==> src/rtl/ifeb_pkg.sv <==
`default_nettype none
package ifeb_pkg;
   localparam int unsigned DATA_W = 16;
   localparam int unsigned ADDR_W = 4;
   localparam int unsigned NUM_EN = 4;
   localparam int unsigned NUM_FLAG = 3;
   localparam int unsigned PRI_W = 3;

   // Register indices on the plain register port
   localparam logic [3:0] OFS_FLAG = 4'h0;
   localparam logic [3:0] OFS_EN0 = 4'h1;
   localparam logic [3:0] OFS_EN1 = 4'h2;
   localparam logic [3:0] OFS_EN2 = 4'h3;
   localparam logic [3:0] OFS_EN3 = 4'h4;
   localparam logic [3:0] OFS_FLAG_MASK = 4'h5;
   localparam logic [3:0] OFS_FLAG_PRI = 4'h6;

   // Flag status register fields
   localparam int unsigned checksum_gen_req_flag = 3;
   localparam int unsigned serial2_error_req_flag = 2;
   localparam int unsigned serial1_error_req_flag = 1;

   // Enable register 0 fields
   localparam int unsigned adc_done_req_en = 13;
   localparam int unsigned serial1_tx_req_en = 12;
   localparam int unsigned serial1_rx_req_en = 11;
   localparam int unsigned spi_port1_done_req_en = 10;
   localparam int unsigned spi_port1_fault_req_en = 9;
   localparam int unsigned timer_three_req_en = 8;
   localparam int unsigned timer_two_req_en = 7;
   localparam int unsigned compare_ch2_req_en = 6;
   localparam int unsigned capture_ch2_req_en = 5;
   localparam int unsigned timer_one_req_en = 3;
   localparam int unsigned compare_ch1_req_en = 2;
   localparam int unsigned capture_ch1_req_en = 1;
   localparam int unsigned ext_pin0_req_en = 0;

   // Enable register 1 fields
   localparam int unsigned serial2_tx_req_en = 15;
   localparam int unsigned serial2_rx_req_en = 14;
   localparam int unsigned ext_pin2_req_en = 13;
   localparam int unsigned timer_five_req_en = 12;
   localparam int unsigned timer_four_req_en = 11;
   localparam int unsigned compare_ch4_req_en = 10;
   localparam int unsigned compare_ch3_req_en = 9;
   localparam int unsigned ext_pin1_req_en = 4;
   localparam int unsigned pin_change_req_en = 3;
   localparam int unsigned comparator_req_en = 2;
   localparam int unsigned i2c_port1_master_req_en = 1;
   localparam int unsigned i2c_port1_slave_req_en = 0;

   // Enable register 2 fields
   localparam int unsigned parallel_port_req_en = 13;
   localparam int unsigned compare_ch5_req_en = 9;
   localparam int unsigned capture_ch5_req_en = 7;
   localparam int unsigned capture_ch4_req_en = 6;
   localparam int unsigned capture_ch3_req_en = 5;
   localparam int unsigned spi_port2_event_req_en = 1;
   localparam int unsigned spi_port2_fault_req_en = 0;

   // Enable register 3 fields
   localparam int unsigned calendar_clock_req_en = 14;
   localparam int unsigned ext_pin4_req_en = 6;
   localparam int unsigned ext_pin3_req_en = 5;
   localparam int unsigned i2c_port2_master_req_en = 2;
   localparam int unsigned i2c_port2_slave_req_en = 1;

   // Priority register: one 3-bit field per flag, at 4*(flag bit - 1)
   localparam int unsigned PRI_FIELD_STRIDE = 4;

   // Implemented-bit masks, all but PRI_IMPL built from the field positions
   localparam logic [15:0] FLAG_IMPL = 16'((1 << checksum_gen_req_flag) | (1 << serial2_error_req_flag)
      | (1 << serial1_error_req_flag));
   localparam logic [15:0] EN0_IMPL = 16'((1 << adc_done_req_en) | (1 << serial1_tx_req_en)
      | (1 << serial1_rx_req_en) | (1 << spi_port1_done_req_en) | (1 << spi_port1_fault_req_en)
      | (1 << timer_three_req_en) | (1 << timer_two_req_en) | (1 << compare_ch2_req_en)
      | (1 << capture_ch2_req_en) | (1 << timer_one_req_en) | (1 << compare_ch1_req_en)
      | (1 << capture_ch1_req_en) | (1 << ext_pin0_req_en));
   localparam logic [15:0] EN1_IMPL = 16'((1 << serial2_tx_req_en) | (1 << serial2_rx_req_en)
      | (1 << ext_pin2_req_en) | (1 << timer_five_req_en) | (1 << timer_four_req_en)
      | (1 << compare_ch4_req_en) | (1 << compare_ch3_req_en) | (1 << ext_pin1_req_en)
      | (1 << pin_change_req_en) | (1 << comparator_req_en) | (1 << i2c_port1_master_req_en)
      | (1 << i2c_port1_slave_req_en));
   localparam logic [15:0] EN2_IMPL = 16'((1 << parallel_port_req_en) | (1 << compare_ch5_req_en)
      | (1 << capture_ch5_req_en) | (1 << capture_ch4_req_en) | (1 << capture_ch3_req_en)
      | (1 << spi_port2_event_req_en) | (1 << spi_port2_fault_req_en));
   localparam logic [15:0] EN3_IMPL = 16'((1 << calendar_clock_req_en) | (1 << ext_pin4_req_en)
      | (1 << ext_pin3_req_en) | (1 << i2c_port2_master_req_en) | (1 << i2c_port2_slave_req_en));
   localparam logic [15:0] PRI_IMPL = 16'h0777;

   // Reset values
   localparam logic [15:0] FLAG_RST = 16'h0000;
   localparam logic [15:0] EN_RST = 16'h0000;
   localparam logic [15:0] PRI_RST = 16'h0000;
   localparam logic [2:0] PRI_OFF = 3'h0;
endpackage : ifeb_pkg
`default_nettype wire

==> src/rtl/ifeb_top.sv <==
// Behaviour
// - Unimplemented bits read zero; writes to them do nothing.
// - Flag register keeps only bits 3..1; others unimplemented.
// - Bit 3 flag set by checksum generator request.
// - Bit 2 second serial error flag, bit 1 first serial error flag.
// - Flag reads one once its request occurred, else zero.
// - Enable bit one passes its source request, zero blocks it.
// - Implemented flag and enable bits are read/write, zero after reset.
// - Enable 0 bits 13..8 map ADC, serial1 tx/rx, SPI1, timer3.
// - Enable 0 bits 7..0 map timers, compare, capture, pin0; bit 4 empty.
// - Enable 1 bits 15..9 map serial2, pin2, timers, compare 4/3.
// - Enable 1 bits 4..0 map pin1, change, comparator, I2C1; 8..5 empty.
// - Enable 2 maps parallel port, compare5, captures 5..3, SPI2.
// - Enable 3 maps calendar, pins 4/3, I2C2 master and slave.
// - Three-bit priority per flag; zero disables, seven highest.
`default_nettype none
module ifeb_top
(
   // Clock and reset
   input wire logic clk,
   input wire logic rst,

   // Register port
   input wire logic [3:0] reg_addr,
   input wire logic [15:0] reg_wdata,
   input wire logic reg_wr,
   input wire logic reg_rd,
   output logic [15:0] reg_rdata,

   // Flag events, one-cycle pulses on clk
   input wire logic checksum_gen_evt,
   input wire logic serial2_error_evt,
   input wire logic serial1_error_evt,

   // Raw requests of the enable-gated sources
   input wire logic [15:0] src_req_0,
   input wire logic [15:0] src_req_1,
   input wire logic [15:0] src_req_2,
   input wire logic [15:0] src_req_3,

   // Gated requests toward the CPU
   output logic [15:0] fwd_req_0,
   output logic [15:0] fwd_req_1,
   output logic [15:0] fwd_req_2,
   output logic [15:0] fwd_req_3,

   // Flag sources toward the CPU
   output logic [2:0] flag_fwd_level,
   output logic irq
);

   // Register indices on the port:
   //   0 flag status, bits 3..1 live, the rest read zero
   //   1 enable register 0
   //   2 enable register 1
   //   3 enable register 2
   //   4 enable register 3
   //   5 flag forward mask, same layout as the flag status
   //   6 flag priorities, three bits per flag, one field every four bits:
   //       bits 2..0 first serial error, 6..4 second serial error,
   //       10..8 checksum generator; the other bits read zero
   //   7..15 unmapped, writes ignored, reads zero
   //
   // Timing:
   //   a write lands at the edge that samples its strobe
   //   a read right after a write returns the new value
   //   read data stand only in the cycle after the strobe, zero otherwise
   //   an event sets its flag at the next edge
   //   irq and level follow the flag one edge later
   //   fwd_req follows src_req in the same cycle, no flop in between
   //
   // Hazards:
   //   an event and a clearing write in one cycle leave the flag set
   //   writing one to a flag sets it, as if its source had fired
   //   an event held high keeps setting its flag every cycle
   //   an unmapped index never disturbs a mapped register
   //   events come from logic on clk, so they pass no synchroniser
   //
   // Priority resets to off, so no flag reaches the core until
   // software gives it a level; enables also reset to zero and need a write.
   // Enable-gated requests are not ranked here; the vector logic
   // downstream ranks them, which keeps this bank small.

   // Flag status state
   logic [15:0] flag_q;
   logic [15:0] flag_d;
   logic [15:0] flag_evt;
   logic [15:0] flag_live;
   logic [ifeb_pkg::NUM_FLAG-1:0] evt_in;

   // Flag forwarding controls
   logic [15:0] flag_mask_q;
   logic [15:0] pri_q;
   logic [2:0] pri_flag [ifeb_pkg::NUM_FLAG];
   logic [ifeb_pkg::NUM_FLAG-1:0] pri_on;
   logic [ifeb_pkg::NUM_FLAG-1:0] flag_ready;
   logic [2:0] lvl_cand [ifeb_pkg::NUM_FLAG];
   logic [2:0] level_d;

   // Enable registers and request paths
   logic [15:0] en_q [ifeb_pkg::NUM_EN];
   logic [15:0] src_req [ifeb_pkg::NUM_EN];
   logic [15:0] fwd_req [ifeb_pkg::NUM_EN];

   // Register port decode and read path
   logic wr_flag;
   logic wr_mask;
   logic wr_pri;
   logic [ifeb_pkg::NUM_EN-1:0] wr_en;
   logic [15:0] rdata_d;

   function automatic logic [15:0] en_impl(input int unsigned idx);
      unique case (idx)
         0: en_impl = ifeb_pkg::EN0_IMPL;
         1: en_impl = ifeb_pkg::EN1_IMPL;
         2: en_impl = ifeb_pkg::EN2_IMPL;
         default: en_impl = ifeb_pkg::EN3_IMPL;
      endcase
   endfunction

   function automatic logic [3:0] en_ofs(input int unsigned idx);
      unique case (idx)
         0: en_ofs = ifeb_pkg::OFS_EN0;
         1: en_ofs = ifeb_pkg::OFS_EN1;
         2: en_ofs = ifeb_pkg::OFS_EN2;
         default: en_ofs = ifeb_pkg::OFS_EN3;
      endcase
   endfunction

   // Flag index to its bit in the flag status register
   function automatic int unsigned flag_pos(input int unsigned f);
      unique case (f)
         0: flag_pos = ifeb_pkg::serial1_error_req_flag;
         1: flag_pos = ifeb_pkg::serial2_error_req_flag;
         default: flag_pos = ifeb_pkg::checksum_gen_req_flag;
      endcase
   endfunction

   // Every input is an argument, so the assigns below re-evaluate
   function automatic logic wr_hit(input logic wr, input logic [3:0] addr, input logic [3:0] ofs);
      wr_hit = wr && (addr == ofs);
   endfunction

   // Per-register write strobes
   assign wr_flag = wr_hit(reg_wr, reg_addr, ifeb_pkg::OFS_FLAG);
   assign wr_mask = wr_hit(reg_wr, reg_addr, ifeb_pkg::OFS_FLAG_MASK);
   assign wr_pri = wr_hit(reg_wr, reg_addr, ifeb_pkg::OFS_FLAG_PRI);

   // One write strobe per enable register
   generate
      for (genvar w = 0; w < ifeb_pkg::NUM_EN; w++)
      begin : g_wr_en
         assign wr_en[w] = wr_hit(reg_wr, reg_addr, en_ofs(w));
      end
   endgenerate

   // Priority field per flag; flag f owns field f
   generate
      for (genvar f = 0; f < ifeb_pkg::NUM_FLAG; f++)
      begin : g_pri
         assign pri_flag[f] = pri_q[f * ifeb_pkg::PRI_FIELD_STRIDE +: ifeb_pkg::PRI_W];
         assign pri_on[f] = pri_flag[f] != ifeb_pkg::PRI_OFF;
      end
   endgenerate

   assign src_req[0] = src_req_0;
   assign src_req[1] = src_req_1;
   assign src_req[2] = src_req_2;
   assign src_req[3] = src_req_3;

   assign fwd_req_0 = fwd_req[0];
   assign fwd_req_1 = fwd_req[1];
   assign fwd_req_2 = fwd_req[2];
   assign fwd_req_3 = fwd_req[3];

   assign evt_in = {checksum_gen_evt, serial2_error_evt, serial1_error_evt};

   always_comb
   begin
      flag_evt = 16'h0000;
      for (int f = 0; f < ifeb_pkg::NUM_FLAG; f++)
      begin
         flag_evt[flag_pos(f)] = evt_in[f];
      end
   end

   always_comb
   begin
      flag_d = flag_q;
      // software write of one or zero
      if (wr_flag)
      begin
         flag_d = reg_wdata;
      end
      // event set has the last word
      flag_d = flag_d | flag_evt;
      flag_d = flag_d & ifeb_pkg::FLAG_IMPL;
   end

   always_ff @(posedge clk)
   begin
      if (rst)
      begin
         flag_q <= ifeb_pkg::FLAG_RST;
      end
      else
      begin
         flag_q <= flag_d;
      end
   end

   // Layouts, one source per bit, empty bits have no effect:
   //   0: 13 adc, 12 serial1 tx, 11 serial1 rx, 10 spi1 done, 9 spi1 fault,
   //      8 timer3, 7 timer2, 6 cmp2, 5 cap2, 3 timer1, 2 cmp1, 1 cap1, 0 pin0
   //   1: 15 serial2 tx, 14 serial2 rx, 13 pin2, 12 timer5, 11 timer4,
   //      10 cmp4, 9 cmp3, 4 pin1, 3 change, 2 comparator, 1/0 i2c1 master/slave
   //   2: 13 parallel port, 9 cmp5, 7..5 cap5..cap3, 1 spi2 event, 0 spi2 fault
   //   3: 14 calendar, 6 pin4, 5 pin3, 2/1 i2c2 master/slave
   // Enable writes keep only implemented positions
   // enable layouts
   generate
      for (genvar g = 0; g < ifeb_pkg::NUM_EN; g++)
      begin : g_en
         always_ff @(posedge clk)
         begin
            if (rst)
            begin
               en_q[g] <= ifeb_pkg::EN_RST;
            end
            else if (wr_en[g])
            begin
               en_q[g] <= reg_wdata & en_impl(g);
            end
         end
         assign fwd_req[g] = src_req[g] & en_q[g];
      end
   endgenerate

   // Forward mask for the flags, same layout
   always_ff @(posedge clk)
   begin
      if (rst)
      begin
         flag_mask_q <= ifeb_pkg::EN_RST;
      end
      else if (wr_mask)
      begin
         flag_mask_q <= reg_wdata & ifeb_pkg::FLAG_IMPL;
      end
   end

   always_ff @(posedge clk)
   begin
      if (rst)
      begin
         pri_q <= ifeb_pkg::PRI_RST;
      end
      else if (wr_pri)
      begin
         pri_q <= reg_wdata & ifeb_pkg::PRI_IMPL;
      end
   end

   generate
      for (genvar f = 0; f < ifeb_pkg::NUM_FLAG; f++)
      begin : g_ready
         assign flag_ready[f] = flag_q[flag_pos(f)] & flag_mask_q[flag_pos(f)] & pri_on[f];
         assign lvl_cand[f] = flag_ready[f] ? pri_flag[f] : ifeb_pkg::PRI_OFF;
      end
   endgenerate

   // Highest live level; ties need no order since only the level leaves
   always_comb
   begin
      level_d = ifeb_pkg::PRI_OFF;
      for (int i = 0; i < ifeb_pkg::NUM_FLAG; i++)
      begin
         if (lvl_cand[i] > level_d)
         begin
            level_d = lvl_cand[i];
         end
      end
   end

   // Flags that are forwarded, at their own bit positions
   always_comb
   begin
      flag_live = 16'h0000;
      for (int i = 0; i < ifeb_pkg::NUM_FLAG; i++)
      begin
         flag_live[flag_pos(i)] = flag_ready[i];
      end
   end

   // Registered so the level never glitches toward the core
   always_ff @(posedge clk)
   begin
      if (rst)
      begin
         flag_fwd_level <= ifeb_pkg::PRI_OFF;
      end
      else
      begin
         flag_fwd_level <= level_d;
      end
   end

   // Same latency as the level, so the two always agree
   always_ff @(posedge clk)
   begin
      if (rst)
      begin
         irq <= 1'b0;
      end
      else
      begin
         irq <= |flag_live;
      end
   end

   // Read mux is combinational; only the flop behind it leaves
   // unmapped and reserved read zero
   always_comb
   begin
      rdata_d = 16'h0000;
      unique case (reg_addr)
         ifeb_pkg::OFS_FLAG: rdata_d = flag_q;
         ifeb_pkg::OFS_EN0: rdata_d = en_q[0];
         ifeb_pkg::OFS_EN1: rdata_d = en_q[1];
         ifeb_pkg::OFS_EN2: rdata_d = en_q[2];
         ifeb_pkg::OFS_EN3: rdata_d = en_q[3];
         ifeb_pkg::OFS_FLAG_MASK: rdata_d = flag_mask_q;
         ifeb_pkg::OFS_FLAG_PRI: rdata_d = pri_q;
         default: rdata_d = 16'h0000;
      endcase
   end

   // Read data holds only in the cycle after the strobe
   always_ff @(posedge clk)
   begin
      if (rst)
      begin
         reg_rdata <= 16'h0000;
      end
      else if (reg_rd)
      begin
         reg_rdata <= rdata_d;
      end
      else
      begin
         reg_rdata <= 16'h0000;
      end
   end

endmodule // ifeb_top
`default_nettype wire

==> config.mk <==
export PLATFORM = sky130hd
export DESIGN_NAME = ifeb_top
export DESIGN_NICKNAME = d
export VERILOG_FILES = /design/src/rtl/ifeb_pkg.sv /design/src/rtl/ifeb_top.sv
export SDC_FILE = /design/constraint.sdc
export NUM_CORES = 1
export LEC_CHECK = 0
export ABC_AREA = 1
export BUFFER_PORTS_ARGS = -buffer_cell sky130_fd_sc_hd__buf_2
export CAP_MARGIN = 20
export CORE_UTILIZATION = 40
export CTS_BUF_LIST = sky130_fd_sc_hd__clkbuf_4 sky130_fd_sc_hd__clkbuf_8
export DETAILED_ROUTE_END_ITERATION = 8
export PLACE_DENSITY = 0.75
export SYNTH_ARGS = -nofsm -noshare
export SYNTH_HDL_FRONTEND = slang
export SYNTH_SLANG_ARGS = --single-unit
==> constraint.sdc <==
create_clock -name clk -period 3.9 [get_ports clk]
set_input_delay 0.975 -clock clk [delete_from_list [all_inputs] [get_ports clk]]
set_output_delay 0.975 -clock clk [all_outputs]
set_load 0.01 [all_outputs]
==> results.yml <==
clocking:
  cts_tree: "built"
  h-tree-depth: 3
  post_cts.resized_instances: 0
  cts_max_path_buffers: 2
  post_cts_setup_inserts: 0
  cts_buffers: 9
  cts.clk_slew.worst_paths_ps: 80
  clock-root-buffer: "sky130_fd_sc_hd__clkbuf_8"
  clk-insertion-delay-late_ps: 350
  cts_sinks: 72
  cts-hold-fix-buffers: 0
logic_synthesis:
  synthMuxAreaShare: 0
  synth_area_leaders: "sky130_fd_sc_hd__edfxtp_1, sky130_fd_sc_hd__dfxtp_1, sky130_fd_sc_hd__nand2_1"
  yosysUniqueCellTypes: 31
  synth_top_cells_by_count: "sky130_fd_sc_hd__nand2_1, sky130_fd_sc_hd__inv_1, sky130_fd_sc_hd__nor2_1"
  post_synth_xor_area_fraction: 0
  synth_ff_type: "sky130_fd_sc_hd__edfxtp_1"
  synthMostInstantiatedCell: "sky130_fd_sc_hd__nand2_1"
  dominant_combinational_cell_family_by_area_after_synthesis: "simple AND/OR/NAND/NOR gates"
  area_fraction_in_compound_gates_after_synthesis: 0.0776
  ys_async_sr_fraction: 0
  yosys_register_bits: 72
  yosysTopAreaCell: "sky130_fd_sc_hd__edfxtp_1"
  syn_area_um2: 3720
  post_synth_fa_ha_maj_area_fraction: 0.0202
  synth-edff-count: 37
  yosysTopAreaCellShare: 0.298
  post_synth_inst_count: 478
  yosysSeqAreaShare: 0.487
  synth-simple-area-share: 0.244
  postSynthAreaPerCell_um2: 7.79
  synthesis.yosys.warnings: 0
route:
  route.detailed.wl_per_inst_um: 12.9
  drt_pre_antenna_iters: 8
  ant_nets: 0
  detail_route.drc_violations: 13
  average_via_count_per_standard_cell: 4.66
  first_iter_violations: 187
  vias: 3324
  route.final.wire_length_um: 9200
status:
  violations: "design-rule violations"
  outcome: "finished with violations"
sta:
  finalCriticalPeriod_ps: 2610
  timing.final.crit_share: 0.670
  setup_total_negative_slack_ps: 0
  final_max_slew_viol_count: 0
  tightest_slew_ps: 683
  hold_violations: 0
  timing.clock.skew_ps: 10.5
  timing.final.setup_violations: 0
  grt_setup_unrepaired: "false"
  max_clock_freq_mhz: 383
  timing.slew.headroom: 0.543
worst_hold_path:
  min_path_cells: 2
  holdCritPathClass: "register to register"
floorplan:
  floorplan.core_area_um2: 8850
  design.die.area_um2: 9700
  chipWidth_um: 98.5
  start_util: 0.421
  design.portCount: 175
  die_h_um: 98.5
  num_rows: 34
setup_path:
  worst-endpoint-required_ps: 4190
  worst_setup_path_start_kind: "register"
  timing.setup.critical_path_class: "register to register"
  critical-path-slowest-cell: "sky130_fd_sc_hd__dfxtp_1"
  path_cells: "nand2_1 > nor2_1 > inv_1 > ha_1 > a21oi_1 > nand2_1 > o21ai_0 > inv_1 > ha_1 > nand2_1 > o21ai_0 > o21ai_0 > nor2_1"
  path_depth: 13
  timing.critical_path.arrival_ps: 2900
  timing.critical_path.buf_inv: 2
  worst_setup_path_end_kind: "register"
  crit_fanout: 5
  critPathTopFamily: "compound AO/OA/AOI/OAI gates"
  critical_path.max_stage_delay_ps: 380
  ff2ff_path_depth: 13
pwr:
  ir_drop_mv: 0.190
  leakagePower_nw: 2.46
  power-per-cell-area_nw_per_um2: 343
  power_mw: 1.54
grt:
  grt_pass1_vias: 3155
  grt_first_pass_wirelength_um: 14700
  grt_usage: 0.198
  global_route_overflow: 0
  antenna_found_initial: 0
  maximum_number_of_pins_on_one_net_before_global_route_repair: 18
final_layout:
  post_layout_nonfiller_instances: 714
  area_growth_syn_to_layout_pct: 20.3
  n_antenna_cell: 0
  final_net_count: 698
  post_route_cells_drive_above_1_share: 0.262
place:
  count_of_buffers_from_port_buffering: 120
  dpl_wire_length_um: 7070
  gp_congestion: 0.858
  post-place-cells: 698
job:
  max_cap_violations: 0
[layer usage]
layer  routed length [µm]  part of all wire  track usage  up-vias
met5                    0                 0            0        -
met4                   97             0.011       0.0781        0
met3                  721             0.078       0.0440       11
met2                 4680              0.51        0.357      165
met1                 3700              0.40        0.230     1481
li1                     -                 -            -     1667
[path summary, 6_finish.rpt]
| path | from | endpoint | slack, ps |
|---|---|---|---|
| worst max-delay path | flag_q[1]$_SDFF_PP0_ | flag_fwd_level[2]$_SDFF_PP0_ | 1290 |
| worst max register to register | flag_q[1]$_SDFF_PP0_ | flag_fwd_level[2]$_SDFF_PP0_ | 1290 |
| worst min-delay path | flag_mask_q[3]$_SDFFE_PP0P_ | flag_mask_q[3]$_SDFFE_PP0P_ | 460 |
| worst min register to register | flag_mask_q[3]$_SDFFE_PP0P_ | flag_mask_q[3]$_SDFFE_PP0P_ | 460 |
[worst register-to-register path, stage by stage (launching register included)]
cell and delay (ps):
sky130_fd_sc_hd__dfxtp_1 380, sky130_fd_sc_hd__nand2_1 110, sky130_fd_sc_hd__nor2_1 90, sky130_fd_sc_hd__inv_1 60, sky130_fd_sc_hd__ha_1 300, sky130_fd_sc_hd__a21oi_1 150, sky130_fd_sc_hd__nand2_1 120, sky130_fd_sc_hd__o21ai_0 250
sky130_fd_sc_hd__inv_1 70, sky130_fd_sc_hd__ha_1 320, sky130_fd_sc_hd__nand2_1 80, sky130_fd_sc_hd__o21ai_0 320, sky130_fd_sc_hd__o21ai_0 160, sky130_fd_sc_hd__nor2_1 130
[report_power, final]
| part | switching, mW | internal (mW) | total, mW | leakage [nW] |
|---|---|---|---|---|
| Combinational | 0.113 | 0.0639 | 0.176 | 1.74 |
| Sequential | 0.0190 | 0.826 | 0.845 | 0.638 |
| Clock | 0.286 | 0.229 | 0.514 | 0.0814 |
| Total | 0.417 | 1.12 | 1.54 | 2.46 |
[cells in the final DEF (no fill, tap or decap)]
master                       count
sky130_fd_sc_hd__a21oi_1        23
sky130_fd_sc_hd__a31oi_1         1
sky130_fd_sc_hd__buf_4           4
sky130_fd_sc_hd__buf_2         120
sky130_fd_sc_hd__nand3_2         2
sky130_fd_sc_hd__nor2_1         62
sky130_fd_sc_hd__inv_4           1
sky130_fd_sc_hd__clkinv_2        4
sky130_fd_sc_hd__o2bb2ai_1       2
sky130_fd_sc_hd__o21ai_2         1
sky130_fd_sc_hd__nand3_1        31
sky130_fd_sc_hd__o211ai_1        1
sky130_fd_sc_hd__and3_1          1
sky130_fd_sc_hd__inv_2           4
sky130_fd_sc_hd__clkinvlp_4      3
sky130_fd_sc_hd__nand4_1         1
sky130_fd_sc_hd__edfxtp_1       37
sky130_fd_sc_hd__nand2_4         2
sky130_fd_sc_hd__clkbuf_8        9
sky130_fd_sc_hd__nand2_1       107
sky130_fd_sc_hd__a21oi_2         1
sky130_fd_sc_hd__nor2_2          1
sky130_fd_sc_hd__ha_1            6
sky130_fd_sc_hd__dfxtp_1        35
sky130_fd_sc_hd__inv_6           1
sky130_fd_sc_hd__o21ai_1         5
sky130_fd_sc_hd__nor2_4          4
sky130_fd_sc_hd__inv_1          88
sky130_fd_sc_hd__conb_1         27
sky130_fd_sc_hd__o21ai_0        20
sky130_fd_sc_hd__nand2_2         2
[metrics by stage]
step / instance area, µm² / hold slack (ps) / utilization / worst slack, ps
CTS: 4480 / 467 / 0.506 / 1290
finish: 4480 / 464 / 0.506 / 1290
global route: 4480 / 486 / 0.506 / 982
global placement: 4310 / 451 / 0.487 / 1360
detailed placement: 4310 / 458 / 0.487 / 1310
floorplan: 3820 / 437 / - / 1290
[registers in the layout, indices dropped and copies added (netlist names)]
| name | flops |
|---|---|
| en_q | 37 |
| pri_q | 9 |
| flag_q | 3 |
| flag_fwd_level | 3 |
| irq | 1 |
| flag_mask_q | 3 |
| reg_rdata | 16 |
[final cells by class]
class | count | area, µm²
clock buffers | 9 | 124
clock inverters | 7 | 46.3
fillers | 873 | 4370
inverters | 94 | 357
multi-input cells | 300 | 1370
flip-flops and latches | 72 | 1810
well taps | 108 | 135
repair buffers | 124 | 631
[kinds of logic after synthesis]
group                    Yosys count
AO/OA/AOI/OAI                     54
other                              1
adder cells (fa/ha/maj)            6
buffers and inverters            132
flip-flops                        72
AND/OR/NAND/NOR                  213
Power figures use the tool's default switching activity.
